File: config.mk
export PLATFORM = sky130hd
export DESIGN_NAME = radio_spi_command_port
export DESIGN_NICKNAME = d
export VERILOG_FILES = /design/src/radio_spi_command_port.v
export VERILOG_INCLUDE_DIRS = /design/src /design/src/include
export SDC_FILE = /design/constraint.sdc
export NUM_CORES = 2
export LEC_CHECK = 0
export ABC_AREA = 1
export BUFFER_PORTS_ARGS = -buffer_cell sky130_fd_sc_hd__clkbuf_2
export CORE_AREA = 4 4 405 367
export DETAILED_ROUTE_END_ITERATION = 10
export DIE_AREA = 0 0 409 371
export SYNTH_ARGS = -nofsm -noshare
export SYNTH_HDL_FRONTEND = slang
export SYNTH_SLANG_ARGS = --single-unit
File: constraint.sdc
create_clock -name mclk_i -period 2.77 [get_ports mclk_i]
set_clock_uncertainty 0.1 [all_clocks]
set_input_delay 0.6925 -clock mclk_i [delete_from_list [all_inputs] [get_ports mclk_i]]
set_output_delay 0.6925 -clock mclk_i [all_outputs]
set_load 0.005 [all_outputs]
File: src/include/radio_spi_map.vh
/*
  constants for the radio serial command port: command codes, answer bytes,
  buffer sizes and timing figures. the clock rate is set here: CLK_MHZ is 250.
*/
`ifndef RADIO_SPI_MAP_VH
`define RADIO_SPI_MAP_VH

`define CLK_MHZ 250

`define CMD_READ_BUFF 8'h44
`define CMD_FSR_A 8'h50
`define CMD_FSR_B 8'h51
`define CMD_FSR_C 8'h53
`define CMD_FSR_D 8'h57
`define CMD_TX_WRITE 8'h66
`define CMD_RX_READ 8'h77
`define CMD_INT_STATUS 8'h20
`define CMD_CHIP_STATUS 8'h23

`define CTS_READY 8'hff
`define CTS_PENDING 8'h00

`define RSP_BYTES 16
`define FSR_COUNT 4
`define FIFO_AW 6

`define POR_TIME_US 5000
`define SD_TRX_TIME_US 15000
`define RDY_TX_TIME_US 126
`define RDY_RX_TIME_US 122

`endif

File: src/radio_spi_command_port.v
/*
  serial command port of the radio: command/answer handshake with a readiness byte,
  answer buffer, fast status reads, transmit and receive fifos, state sequencer
  and power-on wake. assumes an spi mode 0 master far slower than mclk_i and a
  command core on mclk_i that answers each accepted command with rsp_done_i.
*/
// Functional notes
// while an answer is fetched readiness reads 0x00; ready reads 0xff
// host polls with 0x44 then eight clocks sampling the readiness byte
// readiness 0x00 means pending; host repeats whole poll until 0xff
// on 0xff the answer bytes follow in the same transaction
// answer kept until next command; each read restarts at byte zero
// up to 16 answer bytes, then the same 16 repeat cyclically
// bytes past the answer length are undefined, no error raised
// chip select high then low resets the serial interface by itself
// four fast status registers each show the item their select picks
// fast status read: code, eight clocks, register value out
// further bytes give following registers, wrapping after the fourth
// fast status reads never release the interrupt output
// 64-byte fifos; code 0x66 then up to 64 bytes loads transmit data
// code 0x77 then clocked bytes shift receive fifo data out
// transmit overflow or receive underflow sets range error, maybe interrupt
// range error cleared only by a status command answer read; code also clears it while shutdown is high
// sequencer waits 15 ms from shutdown, 126 us ready-tx, 122 us ready-rx
// sequencer reaches tx or rx from any state, returns to ready after; code ignores requests while in tune or with shutdown high
// host holds chip select high during sleep
// after shutdown falls, 5 ms power-on reset rejects serial commands
// ready pin low during power-on reset, high once commands are accepted
// wake done is shown by readiness, interrupt or ready pin
// a command while busy is ignored and sets the overrun error flag
// fast status codes 0x50, 0x51, 0x53, 0x57 start at a, b, c, d
// on known readiness host reads 0x44, readiness byte, then answer
`timescale 1ns/1ps
`default_nettype none
`include "radio_spi_map.vh"

module radio_spi_command_port #(
  parameter [21:0] POR_CYCLES = `POR_TIME_US * `CLK_MHZ,
  parameter [21:0] SD_TRX_CYCLES = `SD_TRX_TIME_US * `CLK_MHZ,
  parameter [21:0] RDY_TX_CYCLES = `RDY_TX_TIME_US * `CLK_MHZ,
  parameter [21:0] RDY_RX_CYCLES = `RDY_RX_TIME_US * `CLK_MHZ,
  parameter AW = `FIFO_AW
) (
  input wire mclk_i,
  input wire rstn_i,
  input wire ce_i,
  input wire shutdown_pin_i,
  input wire chip_select_n_i,
  input wire spi_clk_i,
  input wire serial_data_in_i,
  output wire serial_data_out_o,
  output wire serial_data_out_oe_o,
  output wire irq_out_low_o,
  output wire ready_pin_one_o,
  output wire cmd_valid_o,
  output wire [7:0] cmd_byte_o,
  output wire param_valid_o,
  output wire [7:0] param_byte_o,
  input wire rsp_done_i,
  input wire [127:0] rsp_data_i,
  input wire [31:0] fast_status_select_i,
  input wire [63:0] status_items_i,
  input wire ext_irq_i,
  input wire fifo_err_en_i,
  input wire cmd_err_en_i,
  output wire fifo_err_o,
  output wire cmd_err_o,
  input wire tx_pop_i,
  output wire [7:0] tx_data_o,
  output wire tx_empty_o,
  input wire rx_push_i,
  input wire [7:0] rx_data_i,
  output wire rx_full_o,
  input wire tx_req_i,
  input wire rx_req_i,
  input wire trx_done_i,
  output wire [4:0] radio_state_o
);

  localparam [5:0] M_IDLE = 6'h01, M_BUF = 6'h02, M_FSR = 6'h04;
  localparam [5:0] M_TXW = 6'h08, M_RXR = 6'h10, M_PAR = 6'h20;
  localparam [4:0] S_SD = 5'h01, S_RDY = 5'h02, S_TUNE = 5'h04, S_TX = 5'h08, S_RX = 5'h10;

  // picks the status item that one fast status register's select names
  function [7:0] fsr_val;
    input [1:0] idx;
    input [31:0] picks;
    input [63:0] items;
    reg [2:0] item;
    begin
      item = picks[{idx, 3'b000} +: 3];
      fsr_val = items[{item, 3'b000} +: 8];
    end
  endfunction

  reg [3:0] s1_ff, s2_ff, rsp_ptr_ff;
  reg [2:0] bit_cnt_ff;
  reg [7:0] in_sr_ff, out_sr_ff, cmd_byte_ff, param_byte_ff, tx_data_ff;
  reg [5:0] mode_ff;
  reg [1:0] fsr_ptr_ff;
  reg [127:0] rsp_ff;
  reg [21:0] por_cnt_ff, seq_cnt_ff;
  reg [4:0] seq_ff;
  reg [AW:0] tx_wr_ff, tx_rd_ff, rx_wr_ff, rx_rd_ff;
  reg sclk_d_ff, oe_ff, first_ff, rd_ok_ff, busy_ff, status_cmd_ff, fifo_err_ff, cmd_err_ff;
  reg cmd_valid_ff, param_valid_ff, por_done_ff, tgt_tx_ff, rx_short_ff;
  reg [7:0] tx_mem [0:(1<<AW)-1];
  reg [7:0] rx_mem [0:(1<<AW)-1];
  reg [7:0] nxt_out;

  wire sdn_s = s2_ff[0];
  wire cs_s = s2_ff[1];
  wire sclk_s = s2_ff[2];
  wire sdi_s = s2_ff[3];
  wire rise = sclk_s & ~sclk_d_ff;
  wire fall = ~sclk_s & sclk_d_ff;
  // commands rejected until reset ends
  wire sel = ~cs_s & por_done_ff;
  wire [7:0] nxt_byte = {in_sr_ff[6:0], sdi_s};
  wire byte_done = sel & rise & (bit_cnt_ff == 3'h7);
  wire is_fsr = (nxt_byte == `CMD_FSR_A) | (nxt_byte == `CMD_FSR_B) |
                (nxt_byte == `CMD_FSR_C) | (nxt_byte == `CMD_FSR_D);
  wire is_direct = is_fsr | (nxt_byte == `CMD_READ_BUFF) |
                   (nxt_byte == `CMD_TX_WRITE) | (nxt_byte == `CMD_RX_READ);
  // start register per code
  wire [1:0] fsr_start = (nxt_byte == `CMD_FSR_B) ? 2'h1 :
                         (nxt_byte == `CMD_FSR_C) ? 2'h2 :
                         (nxt_byte == `CMD_FSR_D) ? 2'h3 : 2'h0;
  wire new_cmd = byte_done & first_ff & ~is_direct;
  wire tx_full = (tx_wr_ff ^ tx_rd_ff) == {1'b1, {AW{1'b0}}};
  wire tx_empty = tx_wr_ff == tx_rd_ff;
  wire rx_full = (rx_wr_ff ^ rx_rd_ff) == {1'b1, {AW{1'b0}}};
  wire rx_empty = rx_wr_ff == rx_rd_ff;
  wire tx_wr_byte = byte_done & ~first_ff & (mode_ff == M_TXW);
  wire rx_rd_byte = byte_done & ((first_ff & (nxt_byte == `CMD_RX_READ)) |
                    (~first_ff & (mode_ff == M_RXR)));
  wire tx_push = ce_i & tx_wr_byte & ~tx_full;
  wire rx_pop = rx_rd_byte & ~rx_empty;
  wire rx_push = ce_i & rx_push_i & ~rx_full;
  wire tx_pop = tx_pop_i & ~tx_empty;
  // overflow or underflow
  wire range_err = (tx_wr_byte & tx_full) | (rx_short_ff & sel & rise & (bit_cnt_ff == 3'h0));
  // overrun while busy
  wire overrun = new_cmd & busy_ff;
  // cleared by reading a status answer
  wire clr_flags = byte_done & ~first_ff & (mode_ff == M_BUF) & rd_ok_ff &
                   (rsp_ptr_ff == 4'h0) & status_cmd_ff;

  always @* begin
    nxt_out = 8'h00;
    if (first_ff) begin
      if (nxt_byte == `CMD_READ_BUFF) begin
        // readiness byte value
        nxt_out = busy_ff ? `CTS_PENDING : `CTS_READY;
      end else if (is_fsr) begin
        // selected status item
        nxt_out = fsr_val(fsr_start, fast_status_select_i, status_items_i);
      end else if (nxt_byte == `CMD_RX_READ) begin
        nxt_out = rx_mem[rx_rd_ff[AW-1:0]];
      end
    end else begin
      case (mode_ff)
        // answer follows readiness; R07 bytes past the answer are whatever is held
        M_BUF: nxt_out = rd_ok_ff ? rsp_ff[{rsp_ptr_ff, 3'b000} +: 8] : `CTS_PENDING;
        M_FSR: nxt_out = fsr_val(fsr_ptr_ff, fast_status_select_i, status_items_i);
        M_RXR: nxt_out = rx_mem[rx_rd_ff[AW-1:0]];
        default: nxt_out = 8'h00;
      endcase
    end
  end

  // fifo storage has no reset; pointers alone define content
  always @(posedge mclk_i) begin
    if (tx_push) begin
      tx_mem[tx_wr_ff[AW-1:0]] <= nxt_byte;
    end
    if (rx_push) begin
      rx_mem[rx_wr_ff[AW-1:0]] <= rx_data_i;
    end
  end

  always @(posedge mclk_i or negedge rstn_i) begin
    if (!rstn_i) begin
      s1_ff <= 4'h3;
      s2_ff <= 4'h3;
      sclk_d_ff <= 1'b0;
      bit_cnt_ff <= 3'h0;
      in_sr_ff <= 8'h00;
      out_sr_ff <= 8'h00;
      oe_ff <= 1'b0;
      first_ff <= 1'b1;
      mode_ff <= M_IDLE;
      rd_ok_ff <= 1'b0;
      rsp_ptr_ff <= 4'h0;
      fsr_ptr_ff <= 2'h0;
      busy_ff <= 1'b0;
      status_cmd_ff <= 1'b0;
      rsp_ff <= 128'h0;
      fifo_err_ff <= 1'b0;
      cmd_err_ff <= 1'b0;
      cmd_valid_ff <= 1'b0;
      cmd_byte_ff <= 8'h00;
      param_valid_ff <= 1'b0;
      param_byte_ff <= 8'h00;
      por_cnt_ff <= 22'h0;
      por_done_ff <= 1'b0;
      seq_ff <= S_SD;
      tgt_tx_ff <= 1'b0;
      seq_cnt_ff <= 22'h0;
      tx_wr_ff <= {(AW+1){1'b0}};
      tx_rd_ff <= {(AW+1){1'b0}};
      rx_wr_ff <= {(AW+1){1'b0}};
      rx_rd_ff <= {(AW+1){1'b0}};
      tx_data_ff <= 8'h00;
      rx_short_ff <= 1'b0;
    end else if (ce_i) begin
      s1_ff <= {serial_data_in_i, spi_clk_i, chip_select_n_i, shutdown_pin_i};
      s2_ff <= s1_ff;
      sclk_d_ff <= sclk_s;
      oe_ff <= sel;
      cmd_valid_ff <= new_cmd & ~busy_ff;
      param_valid_ff <= 1'b0;
      // power-on reset timer
      if (sdn_s) begin
        por_cnt_ff <= 22'h0;
        por_done_ff <= 1'b0;
      end else if (!por_done_ff) begin
        por_cnt_ff <= por_cnt_ff + 22'h1;
        por_done_ff <= por_cnt_ff == POR_CYCLES - 22'h1;
      end
      // chip select high restarts framing
      if (!sel) begin
        bit_cnt_ff <= 3'h0;
        out_sr_ff <= 8'h00;
        first_ff <= 1'b1;
        mode_ff <= M_IDLE;
      end else begin
        if (rise) begin
          in_sr_ff <= nxt_byte;
          bit_cnt_ff <= bit_cnt_ff + 3'h1;
        end
        // the edge ending a byte loads, so the next falling edge must not shift
        if (fall && bit_cnt_ff != 3'h0) begin
          out_sr_ff <= {out_sr_ff[6:0], 1'b0};
        end
        if (byte_done) begin
          out_sr_ff <= nxt_out;
          first_ff <= 1'b0;
          if (first_ff) begin
            mode_ff <= M_IDLE;
            if (nxt_byte == `CMD_READ_BUFF) begin
              mode_ff <= M_BUF;
              // every read starts at byte zero
              rsp_ptr_ff <= 4'h0;
              rd_ok_ff <= ~busy_ff;
            end else if (is_fsr) begin
              mode_ff <= M_FSR;
              fsr_ptr_ff <= fsr_start + 2'h1;
            end else if (nxt_byte == `CMD_TX_WRITE) begin
              mode_ff <= M_TXW;
            end else if (nxt_byte == `CMD_RX_READ) begin
              mode_ff <= M_RXR;
            end else if (!busy_ff) begin
              mode_ff <= M_PAR;
              cmd_byte_ff <= nxt_byte;
            end
          end else if (mode_ff == M_BUF) begin
            if (rd_ok_ff) begin
              // wraps after 16
              rsp_ptr_ff <= rsp_ptr_ff + 4'h1;
            end
          end else if (mode_ff == M_FSR) begin
            // wraps after the fourth
            fsr_ptr_ff <= fsr_ptr_ff + 2'h1;
          end else if (mode_ff == M_PAR) begin
            param_valid_ff <= 1'b1;
            param_byte_ff <= nxt_byte;
          end
        end
      end
      // busy from accept until answer is fetched
      if (new_cmd && !busy_ff) begin
        busy_ff <= 1'b1;
        rsp_ff <= 128'h0;
        status_cmd_ff <= (nxt_byte == `CMD_INT_STATUS) | (nxt_byte == `CMD_CHIP_STATUS);
      end else if (rsp_done_i || sdn_s) begin
        busy_ff <= 1'b0;
        if (rsp_done_i) begin
          rsp_ff <= rsp_data_i;
        end
      end
      // set wins over the clear
      fifo_err_ff <= ~sdn_s & (range_err | (fifo_err_ff & ~clr_flags));
      cmd_err_ff <= ~sdn_s & (overrun | (cmd_err_ff & ~clr_flags));
      // fifo pointers
      tx_wr_ff <= tx_wr_ff + {{AW{1'b0}}, tx_push};
      if (tx_pop) begin
        tx_rd_ff <= tx_rd_ff + 1'b1;
        tx_data_ff <= tx_mem[tx_rd_ff[AW-1:0]];
      end
      rx_wr_ff <= rx_wr_ff + {{AW{1'b0}}, rx_push};
      // bytes leave the receive fifo
      rx_rd_ff <= rx_rd_ff + {{AW{1'b0}}, rx_pop};
      rx_short_ff <= sel & (rx_rd_byte ? rx_empty : rx_short_ff);
      // automatic sequencer
      if (sdn_s) begin
        seq_ff <= S_SD;
      end else begin
        case (seq_ff)
          S_SD: begin
            if (tx_req_i || rx_req_i) begin
              // shutdown to tx or rx
              seq_ff <= S_TUNE;
              tgt_tx_ff <= tx_req_i;
              seq_cnt_ff <= SD_TRX_CYCLES - 22'h1;
            end else if (por_done_ff) begin
              seq_ff <= S_RDY;
            end
          end
          S_TUNE: begin
            if (seq_cnt_ff == 22'h0) begin
              seq_ff <= tgt_tx_ff ? S_TX : S_RX;
            end else begin
              seq_cnt_ff <= seq_cnt_ff - 22'h1;
            end
          end
          S_RDY, S_TX, S_RX: begin
            if (trx_done_i && seq_ff != S_RDY) begin
              seq_ff <= S_RDY;
            end else if ((tx_req_i && seq_ff != S_TX) || (rx_req_i && !tx_req_i &&
                         seq_ff != S_RX)) begin
              // ready to tx or rx times
              seq_ff <= S_TUNE;
              tgt_tx_ff <= tx_req_i;
              seq_cnt_ff <= tx_req_i ? RDY_TX_CYCLES - 22'h1 : RDY_RX_CYCLES - 22'h1;
            end
          end
          default: seq_ff <= S_SD;
        endcase
      end
    end
  end

  assign serial_data_out_o = out_sr_ff[7] & oe_ff;
  assign serial_data_out_oe_o = oe_ff;
  // ext_irq_i and the enabled flags, cleared by a status answer read, drive the line
  assign irq_out_low_o = ~(ext_irq_i | (fifo_err_ff & fifo_err_en_i) |
                           (cmd_err_ff & cmd_err_en_i));
  // low during reset and while busy
  assign ready_pin_one_o = por_done_ff & ~busy_ff;
  assign cmd_valid_o = cmd_valid_ff;
  assign cmd_byte_o = cmd_byte_ff;
  assign param_valid_o = param_valid_ff;
  assign param_byte_o = param_byte_ff;
  assign fifo_err_o = fifo_err_ff;
  assign cmd_err_o = cmd_err_ff;
  assign tx_data_o = tx_data_ff;
  assign tx_empty_o = tx_empty;
  assign rx_full_o = rx_full;
  assign radio_state_o = seq_ff;

endmodule // radio_spi_command_port
`default_nettype wire

# Word-level counts from Yosys, hierarchy flattened
# Memory sizes are Yosys's and may differ from the RTL's. A register that Yosys moved wholly into a read port is not among the register bits.
# Cells that the tools add are included.
totals:
  ff_bits: 272
  ram_bits: 1024
  input_bits: 248
  out_inout_bits: 39
  word_cells: 277
  mem_count: 2
memory_table:
  columns: ["memory", "depth", "word_bits", "rd", "rd_ports_with_merged_regs", "write_ports", "line_no", "source"]
  rows:
  - ["rx_mem", 64, 8, 1, 0, 1, "radio_spi_command_port.v:108", "reg [7:0] rx_mem [0:(1<<AW)-1];"]
  - ["tx_mem", 64, 8, 1, 1, 1, "radio_spi_command_port.v:107", "reg [7:0] tx_mem [0:(1<<AW)-1];"]
classes:
  addsub: 10
  n_eq_ne: 44
  shift: 5
  n_mux: 72
  n_bitwise: 71
  n_reduce_logical: 42
op_table:
  columns: ["operator", "count"]
  rows:
  - ["$mux 128", 3]
  - ["$mux 22", 6]
  - ["$shiftx 128x8->8", 1]
  - ["$shiftx 64x7->8", 2]
  - ["$mux 8", 9]
  - ["$pmux 22 s3", 1]
  - ["$shiftx 32x6->3", 2]
  - ["$eq 8x7->1 const B", 7]
  - ["$mux 6", 8]
  - ["$and 1x1->1", 37]
  - ["$mux 5", 7]
  - ["$pmux 8 s3", 1]
  - ["$add 22x1->22 const B", 1]
  - ["$eq 22x21->1 const B", 1]
  - ["$logic_not 22->1", 1]
  - ["$sub 22x1->22 const B", 1]
  - ["$add 7x1->7", 3]
  - ["$reduce_and 7->1", 3]
  - ["$mux 1", 20]
  - ["$not 1->1", 19]
  - ["$ne 2x2->1 const B", 9]
  - ["$eq 8x6->1 const B", 2]
  - ["$mux 2", 8]
  - ["$mux 4", 4]
  - ["other kinds (44)", 88]

# Longest topological paths before layout
logic_depth:
  ltp_word: 13
  ltp_mapped: 20
  depth_no_buf: 17

# Worst setup path after synthesis
# No wires, ideal clock.
synth_timing:
  path_kind: "register to register"
  start: "register in_sr_ff[1]"
  end: "register rx_rd_ff[6]"
  setup_time_ns: 0.118
  arrival_time_ns: 2.783
  t_required_ns: 2.552
  path_slack_ns: -0.232
  path_stages_with_launch: 17
  n_path_buf: 0
  period_less_slack_ns: 3.002
  cell_sequence: "dfrtp_1 inv_2 nor2_1 nand2_1 inv_2 nand4_1 clkinv_1 nand2_1 nand2_1 nand2_1 inv_1 ha_1 ha_1 nand4_1 nor2_1 xnor2_1 inv_1"
synth_via:
  elab_chain_cells: 6
synth_rtl:
  columns: ["item", "line_no", "source"]
  rows:
  - ["start, declared", "radio_spi_command_port.v:98", "reg [7:0] in_sr_ff, out_sr_ff, cmd_byte_ff, param_byte_ff, tx_data_ff;"]
  - ["start signal, assigned", "radio_spi_command_port.v:239", "in_sr_ff <= nxt_byte;"]
  - ["$eq 8x7->1 (no line)", null, null]
  - ["$and 1x1->1", "radio_spi_command_port.v:135", "wire rx_rd_byte = byte_done & ((first_ff & (nxt_byte == `CMD_RX_READ)) |"]
  - ["$or 1x1->1", "radio_spi_command_port.v:135", null]
  - ["$and 1x1->1", "radio_spi_command_port.v:135", null]
  - ["$and 1x1->1", "radio_spi_command_port.v:138", "wire rx_pop = rx_rd_byte & ~rx_empty;"]
  - ["$add 7x1->7", "radio_spi_command_port.v:303", "rx_rd_ff <= rx_rd_ff + {{AW{1'b0}}, rx_pop};"]
  - ["end signal, assigned", "radio_spi_command_port.v:213", "rx_rd_ff <= {(AW+1){1'b0}};"]
  - ["end signal, assigned", "radio_spi_command_port.v:303", null]
  - ["end, declared", "radio_spi_command_port.v:104", "reg [AW:0] tx_wr_ff, tx_rd_ff, rx_wr_ff, rx_rd_ff;"]
# No other way between the ends.
# A chain may end at the register's enable or synchronous reset.

# Worst setup path in the final report
layout_timing:
  start: "register tx_rd_ff[0]"
  end: "output tx_empty_o"
layout_via:
  elab_chain_cells: 1
layout_rtl:
  columns: ["item", "line_no", "source"]
  rows:
  - ["start, declared", "radio_spi_command_port.v:104", null]
  - ["start signal, assigned", "radio_spi_command_port.v:211", "tx_rd_ff <= {(AW+1){1'b0}};"]
  - ["start signal, assigned", "radio_spi_command_port.v:298", "tx_rd_ff <= tx_rd_ff + 1'b1;"]
  - ["$eq 7x7->1", "radio_spi_command_port.v:131", "wire tx_empty = tx_wr_ff == tx_rd_ff;"]
  - ["end, declared", "radio_spi_command_port.v:70", "output wire tx_empty_o,"]
# No other way between the ends.

==> out/metrics.cfg <==
[setup_path]
cp-start-kind=flip-flop
crit_top_cell=nand2_1
max_stage_delay_ns=0.49
crit_path_cell_trace=inv_6 > nand2_1 > nor4b_2 > nand2_1 > nor3_2 > nand2_2 > inv_1 > clkbuf_2
cp_data_required_time_ns=1.98
endpoint_kind=output port
path_max_fanout=4
reg2reg_to=tx_mem[14][0]
r2r_slack_ns=-0.07
crit_arrival_ns=2.18
ff2ff_path_depth=15
regToRegStartpoint=tx_rd_ff[0]
cp_slowest_cell=dfrtp_4
criticalPathCategory=reg -> out

[sta]
tightest_slew_ns=0.8398
slew_viol_final=0
timing.final.crit_period_ns=2.976
slew_headroom=0.4401
whs_ns=0.05807
hold_viol=0
fmax_mhz=336.1
rsz0062_at_grt=yes
finalWorstSetupSlack_ns=-0.2057
timing.final.crit_share=1.074
finalSetupViolations=241

[place]
place.gp.congestion=0.8989
postPlaceCellArea_sq_mm=0.06245
io_buffers=266
dp_hpwl_mm=98.75

[yosys]
synth-edff-count=1024
synth-seq-cells=1304
synth_cell_types=58
synth_top_area_frac=0.5358
syn_area_per_cell_sq_um=10.26
synth_nets=5855
synthTopCellsByArea=edfxtp_1, dfrtp_1, nand2_1
yosys_warnings=0
async_flop_share=0.2147
ys.flop_type=edfxtp_1
netlist_area_sq_mm=0.05740
synth_cells=5592
ys_seq_area_frac=0.6580
synth_top_cell_by_area=edfxtp_1

[cts]
clk-insertion-delay-late_ns=0.75
htree_levels=4
cts.path.max_buffers=3
path_clk_slew_ns=0.07
cts.sinks=1304
cts_inserted_buffers=133
cts_root_buf=clkbuf_16
tritoncts=built

[power]
pwr-share-clk=0.344
power_density_mw_per_mm2=781.0
p_leak_nw=26.27
peakVddDrop_mv=0.7897
p_int_mw=36.12
switching_share=0.3109
combPwrFrac=0.221
power_frac_seq=0.435
power_switching_mw=16.30

[detailed_routing]
drc_errors=0
wirelength_mm=160.4
viasPerCell=5.289
wl_per_cell_um=19.96
drtIter0Drc=4390
drt_pass1_iterations=6
ant_nets=0
num_vias=42505

[cells_and_area]
regArea_sq_mm=0.03780
drive_above_1_share=0.1477
fin_area_sq_mm=0.06711
area_delta_synth_final_pct=16.93
multi_input_area_sq_mm=0.01659
num-fill-cells=13207
fin_nets=6253

[grt]
grt_first_pass_wirelength_mm=242.6
overflow=0
grt_max_degree=170
grt_pass1_vias=39968
grtUsageTotal=0.2054
antenna_found_initial=2

[die]
die_h_um=371
fp.dieArea_sq_mm=0.1517
fp-row-count=132
start_util=0.3990
coreArea_sq_mm=0.1439
die_w_um=409
io_pins=287

[min_path]
hp-class=in -> reg
holdPathEnd=rsp_ff[34]
min-delay-start=rsp_data_i[34]
holdPathStages=3

[outcome]
outcome=finished, violations left
violations=setup timing

[job]
maxCapViolCount=0

metrics by stage:
stage               power [mW]  worst slack [ns]    util  instances  setup TNS [ns]
finish                   52.41           -0.2057  0.4665       8036          -7.665
global route             54.81           -0.3109  0.4665       8036          -63.95
CTS                      52.59           -0.2822  0.4652       8022         -0.5153
detailed placement       34.54        -0.0009615  0.4341       7771       -0.004682
global placement         34.38          0.008909  0.4341       7771               0
floorplan                30.05          0.001262       -       5592               0
registers in the layout, summed over array words and instances (netlist names), 4 cells and up:
register / flops
cmd_byte_o: 8
in_sr_ff: 7
mode_ff: 6
out_sr_ff: 8
param_byte_o: 8
por_cnt_ff: 22
radio_state_o: 5
rsp_ff: 128
rsp_ptr_ff: 4
rx_mem: 512
rx_rd_ff: 7
rx_wr_ff: 7
s1_ff: 4
s2_ff: 4
seq_cnt_ff: 22
tx_data_o: 8
tx_mem: 512
tx_rd_ff: 7
tx_wr_ff: 7
worst max-delay path: cells and delay by family (launching register included):
family                 cells  cell delay, ns
AND/OR/NAND/NOR            5            0.70
flip-flops                 1            0.49
buffers and inverters      3            0.23
cell families (layout without fill, tap and decap cells):
| kind of cell | count (synthesis) | in the layout | synth area share |
|---|---|---|---|
| other | 0 | 1 | 0 |
| XOR/XNOR | 33 | 33 | 0.005036 |
| flip-flops | 1304 | 1304 | 0.6580 |
| AND/OR/NAND/NOR | 2563 | 2563 | 0.1903 |
| AO/OA/AOI/OAI | 917 | 917 | 0.08888 |
| adder cells (fa/ha/maj) | 15 | 15 | 0.003270 |
| multiplexers | 1 | 1 | 0.0001744 |
| buffers and inverters | 759 | 1259 | 0.05435 |
power by group through the flow:
stage	combinational, mW	clock (mW)	sequential, mW
floorplan	6.75	0	23.3
global placement	11.2	0	23.2
detailed placement	11.3	0	23.2
CTS	11.5	18.3	22.8
global route	12.8	19.2	22.9
finish	11.6	18.0	22.8
placed cells by master (no fill, tap or decap), types with 7 or more instances in the layout:
master and instances:
a21oi_1 147, a22oi_1 8, a31oi_1 14, buf_12 40, buf_4 265, bufinv_16 14
clkbuf_1 28, clkbuf_16 136, clkbuf_2 264, clkinv_1 29, clkinv_2 19, dfrtp_1 253
dfrtp_2 16, dfstp_2 7, edfxtp_1 1024, ha_1 15, inv_1 401, inv_2 25
inv_6 10, nand2_1 1182, nand2_2 17, nand3_1 677, nand4_1 34, nand4_4 8
nor2_1 573, nor2_2 17, nor3_1 21, o211ai_1 40, o21ai_0 419, o21ai_1 135
o221ai_1 46, o22ai_1 83, o31ai_1 7, or2_2 7, xnor2_1 10, xor2_1 23
Yosys cell counts, types with 83 or more instances:
cell         n
a21oi_1    147
o21ai_1    136
o21ai_0    419
buf_2      106
dfrtp_1    273
clkbuf_1   173
o22ai_1     83
nand3_1    679
edfxtp_1  1024
nor2_1     578
inv_1      408
nand2_1   1190
routing by layer:
metal | track usage | vias up | share of wire
li1 | - | 20106 | -
met4 | 0.06407 | 0 | 0.028
met1 | 0.3018 | 20630 | 0.45
met5 | 0 | - | 0
met3 | 0.03065 | 272 | 0.066
met2 | 0.3145 | 1497 | 0.46
layout make-up:
cell class                 count  share of cell area
inverter                     443             0.02537
clock inverter                68             0.01109
clock buffer                 169             0.05330
tap                         1943             0.03623
timing repair buffer         579             0.06350
antenna                        1          0.00003729
sequential                  1304              0.5633
multi-input combinational   3529              0.2472
how the worst max path moves through the flow:
stage | startpoint | to | slack (ns) | cells past startpoint
final | tx_rd_ff[0] | tx_empty_o | -0.21 | 8
after global routing | tx_rd_ff[4] | tx_empty_o | -0.31 | 8
after CTS | tx_rd_ff[4] | tx_empty_o | -0.28 | 8
after detailed placement | ce_i | tx_mem[52][6] | -0.001 | 10
after global placement | ce_i | tx_mem[3][5] | 0.009 | 10
after floorplan | in_sr_ff[3] | out_sr_ff[0] | 0.001 | 15
repair_timing:
action                                  in CTS  in global routing
hold endpoints to repair                    50                  0
resized for setup                           12                 35
setup buffers                               12                 13
hold buffers                                 2                  0
pin swaps                                    3                  4
endpoints found under the setup margin       2                539
Note: power is estimated with default switching activity, not from simulation.
